===== src/pdocc_pkg.sv =====
// Register map, field layout, reset values and types of the PLL/DLL output clock control
// Function
// - Eight 45-degree phases, chosen per output
// - Unused output held constant low
// - Per-output integer divider, ratio 1 to 127
// - Per-output release delay, 0 to 7
// - Fractional feedback divider with 24-bit fraction
// - Glitch-free stop/start from register or fabric
// - Settings changed while stopped apply on restart
// - DLL measures taps for 90-degree shift
// - Tap value shared, per-lane update control
// - Injection mode: x1 output, divided shifted output
package pdocc_pkg;
  localparam int NUM_OUT = 4;
  localparam int NUM_LANE = 4;
  // Register byte offsets
  localparam logic [7:0] OFS_CTRL = 8'h00;
  localparam logic [7:0] OFS_FB_INT = 8'h04;
  localparam logic [7:0] OFS_FB_FRAC = 8'h08;
  localparam logic [7:0] OFS_STATUS = 8'h0c;
  localparam logic [7:0] OFS_OUTCFG = 8'h10;
  localparam logic [7:0] OFS_OUTCFG_LAST = 8'h1c;
  localparam logic [7:0] OFS_LANE_UPD = 8'h20;
  // Control register fields
  localparam int CTRL_STOP_LSB = 0;
  localparam int CTRL_FABEN_LSB = 4;
  localparam int CTRL_DLL_MODE_BIT = 8;
  localparam int CTRL_DLL_DIV_LSB = 9;
  localparam int CTRL_DLL_SHIFT_LSB = 12;
  // Output configuration fields
  localparam int CFG_DIV_LSB = 0;
  localparam int CFG_PHASE_LSB = 8;
  localparam int CFG_DELAY_LSB = 12;
  localparam int CFG_UNUSED_BIT = 16;
  // Status fields
  localparam int STAT_RUN_LSB = 0;
  localparam int STAT_PEND_LSB = 4;
  localparam int STAT_TAP_LSB = 8;
  localparam int STAT_FBDIV_LSB = 16;
  // Reset values
  localparam logic [3:0] CTRL_STOP_RST = 4'hf;
  localparam logic [6:0] DIV_RST = 7'h01;
  localparam logic [7:0] FB_INT_RST = 8'h10;
  localparam logic [23:0] FB_FRAC_RST = 24'h00_0000;
  // DLL divided-output ratio codes
  localparam logic [1:0] DLL_DIV_X1 = 2'h0;
  localparam logic [1:0] DLL_DIV_X2 = 2'h1;
  localparam logic [1:0] DLL_DIV_X4 = 2'h2;
  // Per-output divider sequence
  typedef enum logic [2:0] {
    ST_IDLE = 3'b000,
    ST_ALIGN = 3'b001,
    ST_DELAY = 3'b010,
    ST_RUN = 3'b011
  } pdocc_div_st_e;
endpackage


===== src/pdocc_div.sv =====
// One glitch-free output divider with phase alignment and release delay
`timescale 1ns/100ps
`default_nettype none
module pdocc_div
  import pdocc_pkg::*;
(
  // Clock and reset
  input wire logic pclk,
  input wire logic presetn,
  // Control
  input wire logic run_req,
  input wire logic [2:0] vco_phase,
  input wire logic [6:0] div_ratio,
  input wire logic [2:0] phase_sel,
  input wire logic [2:0] rel_delay,
  input wire logic unused,
  // Output
  output logic clk_out,
  output logic running
);
  pdocc_div_st_e state;
  logic [6:0] ratio_q;
  logic [6:0] cnt;
  logic [6:0] next_cnt;
  logic [6:0] half;
  logic [2:0] phase_q;
  logic [2:0] delay_q;
  logic [2:0] dly;

  // Period counter wraps at ratio; high for the first half
  assign next_cnt = (cnt == ratio_q - 7'h01) ? 7'h00 : cnt + 7'h01;
  assign half = 7'((8'(ratio_q) + 8'h01) >> 1);

  // Sequence; settings are snapshot only when leaving idle, so a running output never sees a change
  always_ff @(posedge pclk or negedge presetn) begin
    if (!presetn) begin
      state <= ST_IDLE;
      running <= 1'b0;
      ratio_q <= DIV_RST;
      phase_q <= 3'h0;
      delay_q <= 3'h0;
      dly <= 3'h0;
      cnt <= 7'h00;
      clk_out <= 1'b0;
    end else begin
      unique case (state)
        ST_IDLE: begin
          clk_out <= 1'b0;
          if (run_req && !unused) begin
            ratio_q <= (div_ratio == 7'h00) ? 7'h01 : div_ratio;
            phase_q <= phase_sel;
            delay_q <= rel_delay;
            running <= 1'b1;
            state <= ST_ALIGN;
          end
        end
        ST_ALIGN: begin
          if (!run_req) begin
            running <= 1'b0;
            state <= ST_IDLE;
          end else if (vco_phase == phase_q) begin
            dly <= delay_q;
            state <= ST_DELAY;
          end
        end
        ST_DELAY: begin
          if (!run_req) begin
            running <= 1'b0;
            state <= ST_IDLE;
          end else if (dly == 3'h0) begin
            cnt <= 7'h00;
            clk_out <= 1'b1;
            state <= ST_RUN;
          end else begin
            dly <= dly - 3'h1;
          end
        end
        ST_RUN: begin
          // Stop only at a period boundary so no runt pulse leaves
          if (!run_req && next_cnt == 7'h00) begin
            clk_out <= 1'b0;
            cnt <= 7'h00;
            running <= 1'b0;
            state <= ST_IDLE;
          end else begin
            cnt <= next_cnt;
            clk_out <= (next_cnt < half);
          end
        end
        default: begin
          clk_out <= 1'b0;
          running <= 1'b0;
          state <= ST_IDLE;
        end
      endcase
    end
  end

  // Checks on the output sequence
  idle_low_a: assert property (@(posedge pclk) disable iff (!presetn)
    (state == ST_IDLE) |-> !clk_out)
    else $error("output not low while stopped");
  unused_hold_a: assert property (@(posedge pclk) disable iff (!presetn)
    (state == ST_IDLE && unused) |=> (state == ST_IDLE))
    else $error("unused output started");
  edge_start_a: assert property (@(posedge pclk) disable iff (!presetn)
    $rose(clk_out) |-> (state == ST_RUN && cnt == 7'h00))
    else $error("output rose inside a period");
  cnt_range_a: assert property (@(posedge pclk) disable iff (!presetn)
    (state == ST_RUN) |-> (cnt < ratio_q && ratio_q != 7'h00))
    else $error("divider count out of range");
  phase_pick_a: assert property (@(posedge pclk) disable iff (!presetn)
    ($past(state) == ST_ALIGN && state == ST_DELAY) |-> ($past(vco_phase) == phase_q))
    else $error("release not on selected phase");
  release_wait_a: assert property (@(posedge pclk) disable iff (!presetn)
    (state == ST_ALIGN && run_req && vco_phase == phase_q && delay_q == 3'h6)
      |-> (run_req [*8] |=> (state == ST_RUN)))
    else $error("release delay of six not kept");
  cfg_frozen_a: assert property (@(posedge pclk) disable iff (!presetn)
    (state != ST_IDLE) |=> ($stable(ratio_q) && $stable(phase_q) && $stable(delay_q)))
    else $error("settings changed while running");
endmodule
`default_nettype wire


===== src/pdocc_top.sv =====
// PLL output clock control and DLL tap/injection logic behind an APB slave
`timescale 1ns/100ps
`default_nettype none
module pdocc_top
  import pdocc_pkg::*;
(
  // Clock and reset
  input wire logic pclk,
  input wire logic presetn,
  // APB slave
  input wire logic [7:0] paddr,
  input wire logic psel,
  input wire logic penable,
  input wire logic pwrite,
  input wire logic [31:0] pwdata,
  output logic [31:0] prdata,
  output logic pready,
  output logic pslverr,
  // Fabric and pin inputs
  input wire logic [3:0] fab_stop,
  input wire logic ref_clk_in,
  input wire logic dll_clk_in,
  // PLL outputs
  output logic [3:0] pll_clk_out,
  output logic [8:0] fb_div_now,
  // DLL outputs
  output logic [3:0][7:0] lane_tap,
  output logic dll_out_x1,
  output logic dll_out_div
);
  localparam int NSYNC = NUM_OUT + 2;

  // Control state
  logic [3:0] ctrl_stop;
  logic [3:0] ctrl_faben;
  logic dll_mode;
  logic [1:0] dll_div;
  logic [1:0] dll_shift;
  logic [7:0] fb_int;
  logic [23:0] fb_frac;
  logic [6:0] cfg_div [NUM_OUT];
  logic [2:0] cfg_phase [NUM_OUT];
  logic [2:0] cfg_delay [NUM_OUT];
  logic [NUM_OUT-1:0] cfg_unused;
  logic [NUM_OUT-1:0] pend;
  logic [NUM_OUT-1:0] running;
  logic [NUM_OUT-1:0] run_req;

  // Synchronised pins
  logic [NSYNC-1:0] pin_raw;
  logic [NSYNC-1:0] sync1;
  logic [NSYNC-1:0] sync2;
  logic [NSYNC-1:0] sync3;
  logic [NSYNC-1:0] pin_f;
  logic [3:0] fab_f;
  logic ref_f;
  logic dllc_f;
  logic ref_prev;
  logic dllc_prev;
  logic ref_rise;
  logic dll_rise;

  // Shared phase, fraction and DLL state
  logic [2:0] vco_phase;
  logic [23:0] frac_acc;
  logic [24:0] frac_sum;
  logic [7:0] per_cnt;
  logic [7:0] tap_meas;
  logic [1:0] inj_cnt;
  logic inj_src;
  logic [3:0] inj_shr;

  // Bus decode
  logic setup_ph;
  logic wr_en;
  logic addr_ok;
  logic [31:0] rd_val;
  logic [1:0] cfg_idx;

  // Pin inputs; a change is taken once the second and third stages agree
  assign pin_raw = {dll_clk_in, ref_clk_in, fab_stop};
  genvar g;
  generate
    for (g = 0; g < NSYNC; g++) begin : g_sync
      always_ff @(posedge pclk or negedge presetn) begin
        if (!presetn) begin
          sync1[g] <= 1'b0;
          sync2[g] <= 1'b0;
          sync3[g] <= 1'b0;
          pin_f[g] <= 1'b0;
        end else begin
          sync1[g] <= pin_raw[g];
          sync2[g] <= sync1[g];
          sync3[g] <= sync2[g];
          if (sync2[g] == sync3[g]) begin
            pin_f[g] <= sync3[g];
          end
        end
      end
    end
  endgenerate

  assign fab_f = pin_f[NUM_OUT-1:0];
  assign ref_f = pin_f[NUM_OUT];
  assign dllc_f = pin_f[NUM_OUT+1];
  assign ref_rise = ref_f && !ref_prev;
  assign dll_rise = dllc_f && !dllc_prev;

  // Edge history of the filtered clocks
  always_ff @(posedge pclk or negedge presetn) begin
    if (!presetn) begin
      ref_prev <= 1'b0;
      dllc_prev <= 1'b0;
    end else begin
      ref_prev <= ref_f;
      dllc_prev <= dllc_f;
    end
  end

  // APB phases; zero-wait slave, answer lands in the access phase
  assign setup_ph = psel && !penable;
  assign wr_en = psel && penable && pready && pwrite && !pslverr;
  assign addr_ok = (paddr == OFS_CTRL) || (paddr == OFS_FB_INT) || (paddr == OFS_FB_FRAC) ||
                   (paddr == OFS_STATUS) || (paddr == OFS_LANE_UPD) ||
                   (paddr >= OFS_OUTCFG && paddr <= OFS_OUTCFG_LAST && paddr[1:0] == 2'h0);
  assign cfg_idx = paddr[3:2];

  // Read data assembly; reserved bits read zero
  always_comb begin
    rd_val = 32'h0000_0000;
    if (paddr == OFS_CTRL) begin
      rd_val[CTRL_STOP_LSB +: 4] = ctrl_stop;
      rd_val[CTRL_FABEN_LSB +: 4] = ctrl_faben;
      rd_val[CTRL_DLL_MODE_BIT] = dll_mode;
      rd_val[CTRL_DLL_DIV_LSB +: 2] = dll_div;
      rd_val[CTRL_DLL_SHIFT_LSB +: 2] = dll_shift;
    end else if (paddr == OFS_FB_INT) begin
      rd_val[7:0] = fb_int;
    end else if (paddr == OFS_FB_FRAC) begin
      rd_val[23:0] = fb_frac;
    end else if (paddr == OFS_STATUS) begin
      rd_val[STAT_RUN_LSB +: 4] = running;
      rd_val[STAT_PEND_LSB +: 4] = pend;
      rd_val[STAT_TAP_LSB +: 8] = tap_meas;
      rd_val[STAT_FBDIV_LSB +: 9] = fb_div_now;
    end else if (paddr >= OFS_OUTCFG && paddr <= OFS_OUTCFG_LAST) begin
      rd_val[CFG_DIV_LSB +: 7] = cfg_div[cfg_idx];
      rd_val[CFG_PHASE_LSB +: 3] = cfg_phase[cfg_idx];
      rd_val[CFG_DELAY_LSB +: 3] = cfg_delay[cfg_idx];
      rd_val[CFG_UNUSED_BIT] = cfg_unused[cfg_idx];
    end
  end

  // Bus answer registers, captured in the setup cycle
  always_ff @(posedge pclk or negedge presetn) begin
    if (!presetn) begin
      pready <= 1'b0;
      pslverr <= 1'b0;
      prdata <= 32'h0000_0000;
    end else begin
      pready <= setup_ph;
      pslverr <= setup_ph && !addr_ok;
      if (setup_ph) begin
        prdata <= (pwrite || !addr_ok) ? 32'h0000_0000 : rd_val;
      end
    end
  end

  // Control register: stop bits, fabric enables, DLL mode
  always_ff @(posedge pclk or negedge presetn) begin
    if (!presetn) begin
      ctrl_stop <= CTRL_STOP_RST;
      ctrl_faben <= 4'h0;
      dll_mode <= 1'b0;
      dll_div <= DLL_DIV_X1;
      dll_shift <= 2'h0;
    end else if (wr_en && paddr == OFS_CTRL) begin
      ctrl_stop <= pwdata[CTRL_STOP_LSB +: 4];
      ctrl_faben <= pwdata[CTRL_FABEN_LSB +: 4];
      dll_mode <= pwdata[CTRL_DLL_MODE_BIT];
      dll_div <= pwdata[CTRL_DLL_DIV_LSB +: 2];
      dll_shift <= pwdata[CTRL_DLL_SHIFT_LSB +: 2];
    end
  end

  // Feedback divider settings
  always_ff @(posedge pclk or negedge presetn) begin
    if (!presetn) begin
      fb_int <= FB_INT_RST;
      fb_frac <= FB_FRAC_RST;
    end else if (wr_en && paddr == OFS_FB_INT) begin
      fb_int <= pwdata[7:0];
    end else if (wr_en && paddr == OFS_FB_FRAC) begin
      fb_frac <= pwdata[23:0];
    end
  end

  // Eight phases of one base clock feed every output alike
  always_ff @(posedge pclk or negedge presetn) begin
    if (!presetn) begin
      vco_phase <= 3'h0;
    end else begin
      vco_phase <= vco_phase + 3'h1;
    end
  end

  // Fraction accumulator: carry picks N or N+1 on each reference edge
  assign frac_sum = {1'b0, frac_acc} + {1'b0, fb_frac};
  always_ff @(posedge pclk or negedge presetn) begin
    if (!presetn) begin
      frac_acc <= 24'h00_0000;
      fb_div_now <= {1'b0, FB_INT_RST};
    end else if (ref_rise) begin
      frac_acc <= frac_sum[23:0];
      fb_div_now <= {1'b0, fb_int} + {8'h00, frac_sum[24]};
    end
  end

  // Per-output configuration, pending flag and divider
  generate
    for (g = 0; g < NUM_OUT; g++) begin : g_out
      logic sel;
      assign sel = wr_en && (paddr == OFS_OUTCFG + 8'(4 * g));
      // Stop from register, or from fabric where enabled
      assign run_req[g] = !(ctrl_stop[g] || (ctrl_faben[g] && fab_f[g]));

      always_ff @(posedge pclk or negedge presetn) begin
        if (!presetn) begin
          cfg_div[g] <= DIV_RST;
          cfg_phase[g] <= 3'h0;
          cfg_delay[g] <= 3'h0;
          cfg_unused[g] <= 1'b0;
        end else if (sel) begin
          cfg_div[g] <= pwdata[CFG_DIV_LSB +: 7];
          cfg_phase[g] <= pwdata[CFG_PHASE_LSB +: 3];
          cfg_delay[g] <= pwdata[CFG_DELAY_LSB +: 3];
          cfg_unused[g] <= pwdata[CFG_UNUSED_BIT];
        end
      end

      // Pending while running; a write while stopped is not flagged, the clear wins
      always_ff @(posedge pclk or negedge presetn) begin
        if (!presetn) begin
          pend[g] <= 1'b0;
        end else if (sel && running[g]) begin
          pend[g] <= 1'b1;
        end else if (!running[g]) begin
          pend[g] <= 1'b0;
        end
      end

      pdocc_div u_div (
        .pclk(pclk),
        .presetn(presetn),
        .run_req(run_req[g]),
        .vco_phase(vco_phase),
        .div_ratio(cfg_div[g]),
        .phase_sel(cfg_phase[g]),
        .rel_delay(cfg_delay[g]),
        .unused(cfg_unused[g]),
        .clk_out(pll_clk_out[g]),
        .running(running[g])
      );
    end
  endgenerate

  // Period of the DLL input in taps; a quarter of it gives 90 degrees
  always_ff @(posedge pclk or negedge presetn) begin
    if (!presetn) begin
      per_cnt <= 8'h00;
      tap_meas <= 8'h00;
    end else if (dll_rise) begin
      per_cnt <= 8'h01;
      if (!dll_mode) begin
        tap_meas <= {2'h0, per_cnt[7:2]};
      end
    end else if (per_cnt != 8'hff) begin
      per_cnt <= per_cnt + 8'h01; // Saturates on a slow or stalled input
    end
  end

  // Lane taps move only when that lane asks, so a lane mid-burst is left alone
  generate
    for (g = 0; g < NUM_LANE; g++) begin : g_lane
      always_ff @(posedge pclk or negedge presetn) begin
        if (!presetn) begin
          lane_tap[g] <= 8'h00;
        end else if (wr_en && paddr == OFS_LANE_UPD && pwdata[g] && !dll_mode) begin
          lane_tap[g] <= tap_meas;
        end
      end
    end
  endgenerate

  // Injection mode: divide the input by counting its rising edges
  always_comb begin
    unique case (dll_div)
      DLL_DIV_X2: inj_src = inj_cnt[0];
      DLL_DIV_X4: inj_src = inj_cnt[1];
      default: inj_src = dllc_f;
    endcase
  end

  // Injection divider counter and phase shift line
  always_ff @(posedge pclk or negedge presetn) begin
    if (!presetn) begin
      inj_cnt <= 2'h0;
      inj_shr <= 4'h0;
    end else begin
      if (dll_rise) begin
        inj_cnt <= inj_cnt + 2'h1;
      end
      inj_shr <= {inj_shr[2:0], inj_src};
    end
  end

  // Injection outputs, held low in time reference mode
  always_ff @(posedge pclk or negedge presetn) begin
    if (!presetn) begin
      dll_out_x1 <= 1'b0;
      dll_out_div <= 1'b0;
    end else begin
      dll_out_x1 <= dll_mode && dllc_f;
      dll_out_div <= dll_mode && inj_shr[dll_shift];
    end
  end

  // Checks at the top level
  bus_answer_a: assert property (@(posedge pclk) disable iff (!presetn)
    setup_ph |=> (pready ##1 !pready))
    else $error("APB answer not in access phase");
  lane_load_a: assert property (@(posedge pclk) disable iff (!presetn)
    (wr_en && paddr == OFS_LANE_UPD && pwdata[0] && !dll_mode && !pwdata[1])
      |=> (lane_tap[0] == $past(tap_meas) && $stable(lane_tap[1])))
    else $error("lane tap update wrong");
  inj_quiet_a: assert property (@(posedge pclk) disable iff (!presetn)
    (!dll_mode ##1 !dll_mode) |-> (!dll_out_x1 && !dll_out_div))
    else $error("injection output active in tap mode");
  frac_step_a: assert property (@(posedge pclk) disable iff (!presetn)
    ($past(ref_rise) && $stable(fb_int))
      |-> (fb_div_now == {1'b0, fb_int} || fb_div_now == {1'b0, fb_int} + 9'h001))
    else $error("feedback divisor outside N and N+1");
  pend_keep_a: assert property (@(posedge pclk) disable iff (!presetn)
    (pend[0] && running[0]) |=> (pend[0] || !$past(running[0])))
    else $error("pending change dropped while running");
endmodule
`default_nettype wire


===== config.mk =====
export PLATFORM = sky130hd
export DESIGN_NAME = pdocc_top
export DESIGN_NICKNAME = d
export VERILOG_FILES = /design/src/pdocc_pkg.sv /design/src/pdocc_div.sv /design/src/pdocc_top.sv
export SDC_FILE = /design/constraint.sdc
export NUM_CORES = 1
export LEC_CHECK = 0
export BUFFER_PORTS_ARGS = -buffer_cell sky130_fd_sc_hd__buf_2
export CAP_MARGIN = 20
export CORE_MARGIN = 2
export CORE_UTILIZATION = 66
export CTS_CLUSTER_DIAMETER = 30
export DETAILED_ROUTE_END_ITERATION = 16
export GPL_ROUTABILITY_DRIVEN = 0
export HOLD_SLACK_MARGIN = 0.03
export PLACE_DENSITY_LB_ADDON = 0.2
export SLEW_MARGIN = 15
export SYNTH_ARGS = -nofsm -noshare
export SYNTH_HDL_FRONTEND = slang
export SYNTH_HIERARCHICAL = 1
export SYNTH_SLANG_ARGS = --single-unit

===== constraint.sdc =====
create_clock -name pclk -period 10.3 [get_ports pclk]
set_input_delay 0 -clock pclk [delete_from_list [all_inputs] [get_ports pclk]]
set_output_delay 0 -clock pclk [all_outputs]
set_load 0.005 [all_outputs]

==> tab_implementation.tex, run 1 <==
\begin{tabular}{lr}
\hline
Metric & Value \\
\hline
\multicolumn{2}{l}{\textbf{Outcome}} \\
\quad Result of the run & finished, final reports clean \\
\multicolumn{2}{l}{\textbf{Routing}} \\
\quad Initial drt markers & around 1300 \\
\quad Number of remaining DRC errors & 0 \\
\quad Detailed Routing Iterations Pass 1 & 5 \\
\quad Total wire length & 52.3 mm \\
\quad Post-DR wirelength/cell & roughly 21 um \\
\quad Via density & roughly 6.4 \\
\quad Antenna Violating Nets Remaining & 0 \\
\quad Total number of vias & 15600 \\
\multicolumn{2}{l}{\textbf{Die}} \\
\quad Die Width & 177 um \\
\quad I/O pin count & around 130 \\
\quad Placeable core region & slightly below 30000 sq um \\
\quad Area enclosed by the die boundary & 31200 sq um \\
\quad Vertical die dimension & 177 um \\
\quad Initial core utilization & 66.7\% \\
\quad Number of rows in the core area & 63 \\
\multicolumn{2}{l}{\textbf{Power}} \\
\quad Switching Fraction & 30.4\% \\
\quad Total power per unit cell area & 218 nW/um\^{}2 \\
\quad Register share of total power & $\sim$31\% \\
\quad Share of power burned in the clock network & between 40\% and 50\% \\
\quad Sw Pwr & 1.55 mW \\
\quad Pleak & approximately 11 nW \\
\quad Cell internal pwr & 3.55 mW \\
\quad Comb pwr share & just under 20\% \\
\quad Max IR drop VDD & 0.181 mV \\
\multicolumn{2}{l}{\textbf{Worst setup path}} \\
\quad Worst reg2reg path startpoint & fb\_frac[0] \\
\quad Startpoint type of the worst setup path & flop \\
\quad Path type of the worst setup path & flop to flop \\
\quad Data required time of the critical path & 10.77 ns \\
\quad Critical-path maximum fanout & 4 \\
\quad Dominant cell type by count on the critical path & ha\_1 \\
\quad Reg2reg setup slack & around 6.4 ns \\
\quad End of the worst register-to-register path & fb\_div\_now[6] \\
\quad Worst Reg-to-Reg Cells & 15 \\
\quad Cell chain of the critical path & ha\_1 > fa\_1 > a21oi\_1 > o211ai\_1 > a311oi\_1 > a211oi\_1 > o221ai\_1 > a21oi\_1 > a211o\_1 > ha\_1 > ha\_1 > nand2\_1 > nor2\_1 > xnor2\_1 > o21ai\_0 \\
\quad Cell type of the slowest stage on the worst timing path & a311oi\_1 \\
\quad Kind of end point of the critical path & flop \\
\quad Data arrival time of the critical path & approximately 4.4 ns \\
\quad Maximum cell stage delay along the critical path & $\sim$0.48 ns \\
\multicolumn{2}{l}{\textbf{Clock tree}} \\
\quad Clock transition time at the flip-flop clock pins of the worst setup and hold paths & about 0.050 ns \\
\quad Setup repair bufs after CTS & 0 \\
\quad H-tree depth & 3 \\
\quad Total of hold buffers inserted after clock tree synthesis & 40 \\
\quad TritonCTS clock tree & built \\
\quad Root buf cell & clkbuf\_16 \\
\quad Gates resized, CTS repair & 0 \\
\quad Clock sink count & 348 \\
\quad Clock latency reported for the late side of the worst-skew pair & 0.59 ns \\
\quad Total CTS buffers & 75 \\
\quad Clock Tree Buf Depth & 3 \\
\multicolumn{2}{l}{\textbf{Synthesis}} \\
\quad Count of synthesis-stage warnings from yosys & 6 \\
\quad Register bit total from synthesis & around 350 \\
\quad Distinct cell type count after synthesis & 92 \\
\quad Syn Inst Count & between 1500 and 2000 \\
\quad Sequential-to-total area share from yosys stat & 44.4\% \\
\quad Summed instance area of the synthesized netlist & 19700 sq um \\
\quad Number of enable-type register cells in the synthesized netlist & 0 \\
\quad Most used flip-flop cell after synthesis & dfrtp\_1 \\
\quad Proportion of register bits with asynchronous set or reset after synthesis & 100\% \\
\quad Syn Area/Cell & 10.7 sq um \\
\multicolumn{2}{l}{\textbf{GRT}} \\
\quad GRT Util Overall & 34.4\% \\
\quad Number of global-route vias before repair & $\sim$16000 \\
\quad Remaining global-route overflow & 0 \\
\quad Largest net degree at the start of global routing & 129 \\
\quad Number of antenna violations at the first check in global routing & 0 \\
\quad Global-route wire length before repair & 84.7 mm \\
\multicolumn{2}{l}{\textbf{Place}} \\
\quad HPWL after detailed placement & 32.3 mm \\
\quad Number of buffers added on ports & 108 \\
\quad Placed cell area & 20300 sq um \\
\quad Post-placement setup slack & 6.50 ns \\
\multicolumn{2}{l}{\textbf{Min path}} \\
\quad Source of the worst hold timing path & ref\_clk\_in \\
\quad Hold WC Path Type & input port to flop \\
\quad Cell depth of the worst hold path & 2 \\
\quad Worst Hold Endpoint & sync1[4] \\
\multicolumn{2}{l}{\textbf{Timing}} \\
\quad Minimum hold slack & approximately 0.054 ns \\
\quad RSZ-0062 raised after global routing & false \\
\quad Setup skew after layout & 0.0234 ns \\
\quad Final Hold Fails & 0 \\
\quad Slack of the critical path & roughly 6.4 ns \\
\quad Fin Setup TNS & 0 ns \\
\quad Part of the cycle the worst path needs & 37.7\% \\
\quad Final count of negative-setup-slack endpoints & 0 \\
\quad Slew at the pin closest to its max-slew limit & $\sim$1.1 ns \\
\quad Final slew viol count & 0 \\
\quad Max-slew headroom & between 20 and 30\% \\
\quad Max Freq & 0.258 GHz \\
\quad Tmin final & 3.88 ns \\
\multicolumn{2}{l}{\textbf{Flow run}} \\
\quad Max-cap violations & 0 \\
\multicolumn{2}{l}{\textbf{Cells and area}} \\
\quad NumNets Final & between 2000 and 2500 \\
\quad Share of cells above drive strength 1 & 25.2\% \\
\quad Count of fill cells added during filler insertion & roughly 1700 \\
\quad Layout-stage area growth over the synthesis result & 18.8\% \\
\quad Combined area of the multi-input logic cells & 10100 sq um \\
\quad Area of all sequential standard cells & roughly 8700 sq um \\
\quad Ant diodes & 0 \\
\quad Final instance area & 23400 sq um \\
\hline
\end{tabular}
[metal layers]
metal  GRT usage (%)  routed length [um]  vias to the layer above
li1                -                   -                     6938
met1            43.0               20600                     7794
met2            57.4               26000                      679
met3            6.53                3380                      179
met4            17.1                2400                        0
met5               0                   0                        -
[power groups by stage]
stage          combinational (mW)  clock (mW)  sequential, mW
6_report                     1.01        2.52            1.57
5_1_grt                      1.11        2.61            1.58
4_1_cts                     0.975        2.54            1.57
3_5_place_dp                0.927           0            1.58
3_3_place_gp                0.892           0            1.58
2_1_floorplan               0.731           0            1.55
[cells in the mapped netlist (14+ instances only)]
library cell	count	area, sq um
nor2_1	73	274
o21ai_0	88	440
a21oi_1	76	380
nand3_1	49	245
nor2b_1	27	169
dfrtp_1	334	8360
buf_2	26	130
a21o_1	20	150
inv_1	76	285
buf_4	24	180
nand2_1	161	604
ha_1	90	1130
or3_1	19	119
o211ai_1	20	150
a31oi_1	15	93.8
a211oi_1	15	113
nand2b_1	20	125
mux2_2	177	1990
xor2_1	49	429
nand4_1	15	93.8
dfstp_2	14	368
clkbuf_1	38	143
o22ai_1	24	150
mux4_2	16	360
xnor2_1	56	490
and2_1	18	113
o21a_1	16	120
mux2i_1	25	250
nor3_1	40	200
[state kept, by name (all words and copies together) (netlist names), 24 cells and up]
name and cells:
cfg_div 28, g_out.u_div/ratio_q 28, frac_acc 24, lane_tap 24, prdata 25, fb_frac 24
g_out.u_div/cnt 28
[cell type report]
cell class,count,share of cell area (%)
inverters,76,1.22
flip-flops and latches,348,37.3
repair buffers,162,4.62
well taps,390,2.09
multi-input cells,1328,43.4
clock inverters,46,2.80
clock buffers,91,8.54
[logic make-up after synthesis]
kind of cell,after synthesis,share of synthesized area (%)
simple gates,506,13.5
compound gates,386,13.6
flops,348,44.4
mux,219,13.3
buf+inv,177,4.39
xor+xnor,105,4.68
fa+ha+maj,97,6.13
other cells,1,0.0191
[worst max-delay path: cells and delay by family, from the launching register on]
family,cells,cell delay (ns)
xor gates and xnor gates,1,0.14
and+or+nand+nor,2,0.16
AOI/OAI and AO/OA,8,1.94
adders and majority gates,4,1.10
DFF,1,0.41
[worst max path at each step]
stage	from	slack, ns	end	cells after the start
final	fb_frac[0]	6.42	fb_div_now[6]	15
after global routing	fb_frac[0]	6.14	fb_div_now[6]	15
after CTS	fb_frac[0]	6.41	fb_div_now[6]	15
after detailed placement	fb_frac[0]	6.50	fb_div_now[6]	15
after global placement	fb_frac[0]	6.62	fb_div_now[6]	15
after floorplan	g_out[0].u_div/ratio_q[0]	7.03	g_out[0].u_div/clk_out	13
[stage by stage]
step	instances	total power, mW	utilization (%)
finish	2441	5.10	79.3
floorplan	1853	2.28	-
global route	2441	5.30	79.3
global placement	2260	2.47	68.7
CTS	2437	5.08	79.1
detailed placement	2260	2.51	68.7
[cells in the final DEF, fill, tap and decap left out, types with 25 or more instances in the layout]
cell type      netlist  final
xnor2_1             56     56
nand3_1             49     49
nand2_1            161    161
a21oi_1             76     76
clkbuf_16            0     75
mux2i_1             25     25
o21ai_0             88     88
mux2_2             177    177
inv_1               76     76
buf_2               26    107
dfrtp_1            334    334
nor2b_1             27     27
nor3_1              40     40
nor2_1              73     73
ha_1                90     90
dlygate4sd3_1        0     40
xor2_1              49     49
(Power assumes the default switching activity.)
==> run 2: changes to the inputs <==
- ABC_AREA: not set -> 1
- CORE_UTILIZATION: 66 -> 62
- clock period: 10.3 -> 3.75 ns (I/O delays scaled with it)
==> run 2 against run 1 <==
Effect of this change: clock skew rose by 0.0019 ns; sequential cell count unchanged; die area increased by 7.7%; global-route usage is 0.34 points lower; register-to-register slack lost 5.8 ns; synthesized cell count is 41% higher; design area is 2.8% higher; combinational power rose by 130%; cell count is 33% higher; critical endpoint unchanged.
==> tab_implementation.tex, run 2 <==
\begin{tabular}{lr}
\hline
Metric & Value \\
\hline
\multicolumn{2}{l}{\textbf{Synthesis}} \\
\quad Top cells by count, synth & nand2\_1, dfrtp\_1, inv\_1 \\
\quad Proportion of netlist area held by the largest area contributor & 41.9\% \\
\quad Ranking of synthesized cells by area & dfrtp\_1, nand2\_1, inv\_1 \\
\quad Number of enable-type register cells in the synthesized netlist & 0 \\
\quad Syn Area/Cell & 7.66 sq um \\
\quad Summed instance area of the synthesized netlist & 19900 sq um \\
\quad Proportion of register bits with asynchronous set or reset after synthesis & 100\% \\
\quad Register bit total from synthesis & 348 \\
\quad Cell with the most instances after synthesis & nand2\_1 \\
\quad Most used flip-flop cell after synthesis & dfrtp\_1 \\
\quad Sequential-to-total area share from yosys stat & 43.8\% \\
\quad Syn Inst Count & around 2600 \\
\quad Distinct cell type count after synthesis & 53 \\
\quad Count of synthesis-stage warnings from yosys & 6 \\
\quad Cell type contributing the most total cell area after synthesis & dfrtp\_1 \\
\multicolumn{2}{l}{\textbf{Worst setup path}} \\
\quad Maximum cell stage delay along the critical path & 0.37 ns \\
\quad Path type of the worst setup path & flop to flop \\
\quad Cell chain of the critical path & ha\_1 > fa\_1 > nand2\_1 > nand2\_1 > nand2\_1 > o21ai\_0 > nand2\_1 > nand2\_1 > nand3\_1 > nand3\_1 > ha\_1 > ha\_1 > nand2\_1 > nor2\_1 > inv\_1 > nor2\_1 > inv\_1 > o21ai\_0 > nand3\_1 > o21ai\_0 \\
\quad Startpoint type of the worst setup path & flop \\
\quad Kind of end point of the critical path & flop \\
\quad Critical-path maximum fanout & 3 \\
\quad Cell type of the slowest stage on the worst timing path & dfrtp\_1 \\
\quad Data required time of the critical path & between 4 and 5 ns \\
\quad Data arrival time of the critical path & roughly 3.6 ns \\
\quad Dominant cell type by count on the critical path & nand2\_1 \\
\multicolumn{2}{l}{\textbf{Die}} \\
\quad I/O pin count & 132 \\
\quad Number of rows in the core area & 65 \\
\quad Die Width & 183 um \\
\quad Initial core utilization & 63.0\% \\
\quad Area enclosed by the die boundary & 33600 sq um \\
\quad Vertical die dimension & 183 um \\
\quad Placeable core region & about 32000 sq um \\
\multicolumn{2}{l}{\textbf{Timing}} \\
\quad Setup skew after layout & 0.0253 ns \\
\quad Final slew viol count & 0 \\
\quad Part of the cycle the worst path needs & 82.8\% \\
\quad Max-slew headroom & between 30\% and 40\% \\
\quad Fin Setup TNS & 0 ns \\
\quad Slew at the pin closest to its max-slew limit & 1.00 ns \\
\quad Slack of the critical path & roughly 0.65 ns \\
\quad Tmin final & 3.10 ns \\
\quad Max Freq & $\sim$0.32 GHz \\
\quad Final Hold Fails & 0 \\
\quad RSZ-0062 raised after global routing & false \\
\quad Final count of negative-setup-slack endpoints & 0 \\
\multicolumn{2}{l}{\textbf{Place}} \\
\quad Placed Cells incl. Taps & 3058 \\
\quad Placed cell area & 20700 sq um \\
\quad Post-placement setup slack & approximately 0.76 ns \\
\quad Number of buffers added on ports & 108 \\
\quad HPWL after detailed placement & 37.7 mm \\
\multicolumn{2}{l}{\textbf{GRT}} \\
\quad Number of global-route vias before repair & $\sim$18000 \\
\quad Largest net degree at the start of global routing & 113 \\
\quad GRT Util Overall & 34.0\% \\
\quad Remaining global-route overflow & 0 \\
\quad Number of antenna violations at the first check in global routing & 3 \\
\quad Global-route wire length before repair & 91.2 mm \\
\multicolumn{2}{l}{\textbf{Cells and area}} \\
\quad Layout-stage area growth over the synthesis result & 20.5\% \\
\quad Commonest non-fill, non-tap cell in the layout & nand2\_1 \\
\quad Biggest registers after layout & cfg\_div (28), g\_out.u\_div/cnt (28), g\_out.u\_div/ratio\_q (28) \\
\quad Most used cells in the layout excluding fill and tap cells & nand2\_1, dfrtp\_1, inv\_1 \\
\quad Finished Layout Cells & 3246 \\
\quad Final instance area & 24000 sq um \\
\quad NumNets Final & 2917 \\
\quad Share of cells above drive strength 1 & 13.7\% \\
\multicolumn{2}{l}{\textbf{Flow run}} \\
\quad Max-cap violations & 0 \\
\multicolumn{2}{l}{\textbf{Clock tree}} \\
\quad Clock Tree Buf Depth & 3 \\
\quad TritonCTS clock tree & built \\
\quad Clock latency reported for the late side of the worst-skew pair & just under 0.6 ns \\
\quad Clock transition time at the flip-flop clock pins of the worst setup and hold paths & 0.05 ns \\
\quad Clock sink count & 348 \\
\quad Total CTS buffers & 79 \\
\quad H-tree depth & 3 \\
\quad Root buf cell & clkbuf\_16 \\
\quad Setup repair bufs after CTS & 0 \\
\multicolumn{2}{l}{\textbf{Power}} \\
\quad Total power per unit cell area & 589 nW/um\^{}2 \\
\quad Max IR drop VDD & roughly 0.52 mV \\
\quad Pleak & 12.4 nW \\
\multicolumn{2}{l}{\textbf{Routing}} \\
\quad Via density & approximately 5.7 \\
\quad Antenna Violating Nets Remaining & 0 \\
\quad Detailed Routing Iterations Pass 1 & 6 \\
\quad Total wire length & 55.9 mm \\
\quad Number of remaining DRC errors & 0 \\
\quad Post-DR wirelength/cell & about 17 um \\
\quad Initial drt markers & 1468 \\
\quad Total number of vias & 18500 \\
\multicolumn{2}{l}{\textbf{Min path}} \\
\quad Hold WC Path Type & input port to flop \\
\multicolumn{2}{l}{\textbf{Outcome}} \\
\quad Result of the run & finished, final reports clean \\
\hline
\end{tabular}
run 2: final timing paths:
path,from,endpoint,slack (ns),cells after the start
max in group asynchronous,presetn,g_out[3].u_div/running,2.61,3
setup reg to reg,fb_frac[0],fb_div_now[6],0.65,20
hold / removal,fab_stop[3],sync1[3],0.05,2
min in group asynchronous,presetn,g_out[0].u_div/cnt[5],0.08,2
hold reg to reg,sync1[1],sync2[1],0.35,0
setup / recovery,fb_frac[0],fb_div_now[6],0.65,20
run 2: layout make-up:
class	count	area (sq um)
sequential	348	8730
antenna	2	5.00
tap	402	503
timing repair buffer	158	1050
multi-input combinational	1846	9540
clock buffer	98	2160
inverter	342	1280
clock inverter	50	764
fill	2192	7610
run 2: logic make-up after synthesis:
kind of cell | after synthesis | synth area share [%]
buf+inv | 422 | 8.68
compound gates | 392 | 10.9
fa+ha+maj | 97 | 6.05
xor+xnor | 58 | 2.55
flops | 348 | 43.8
other cells | 1 | 0.0188
simple gates | 1275 | 27.3
mux | 9 | 0.678
run 2: what timing repair did:
item	4_1_cts	5_1_grt
hold endpoints to repair	263	0
gates resized for setup	0	0
hold buffers	38	0
run 2: per-layer routing:
metal  routed length [um]  track usage [%]  up-vias
li1                     -                -     8662
met1                21800             41.6     8785
met2                27100             57.0      828
met3                 4430             8.00      225
met4                 2590             16.5        0
met5                    0                0        -
run 2: stage by stage:
step           util, %  hold slack (ns)  power, mW
2_1_floorplan        -           -0.296       5.95
3_3_place_gp      65.5            0.108       6.45
3_5_place_dp      65.5            0.110       6.57
4_1_cts           75.9           0.0320       14.2
5_1_grt           75.9           0.0342       14.7
6_report          75.9           0.0525       14.2
run 2: where the power goes:
part           internal (mW)  total [mW]  switching, mW
clock network           5.22        7.54           2.32
logic                  0.767        2.37           1.60
registers               4.03        4.26          0.222
total                   10.0        14.2           4.14
run 2: critical path: cells and delay by family, from the launching register on:
family          cells  cell delay, ns
flops               1            0.37
simple gates       11            1.10
buf+inv             2            0.13
compound gates      3            0.54
fa+ha+maj           4            0.89
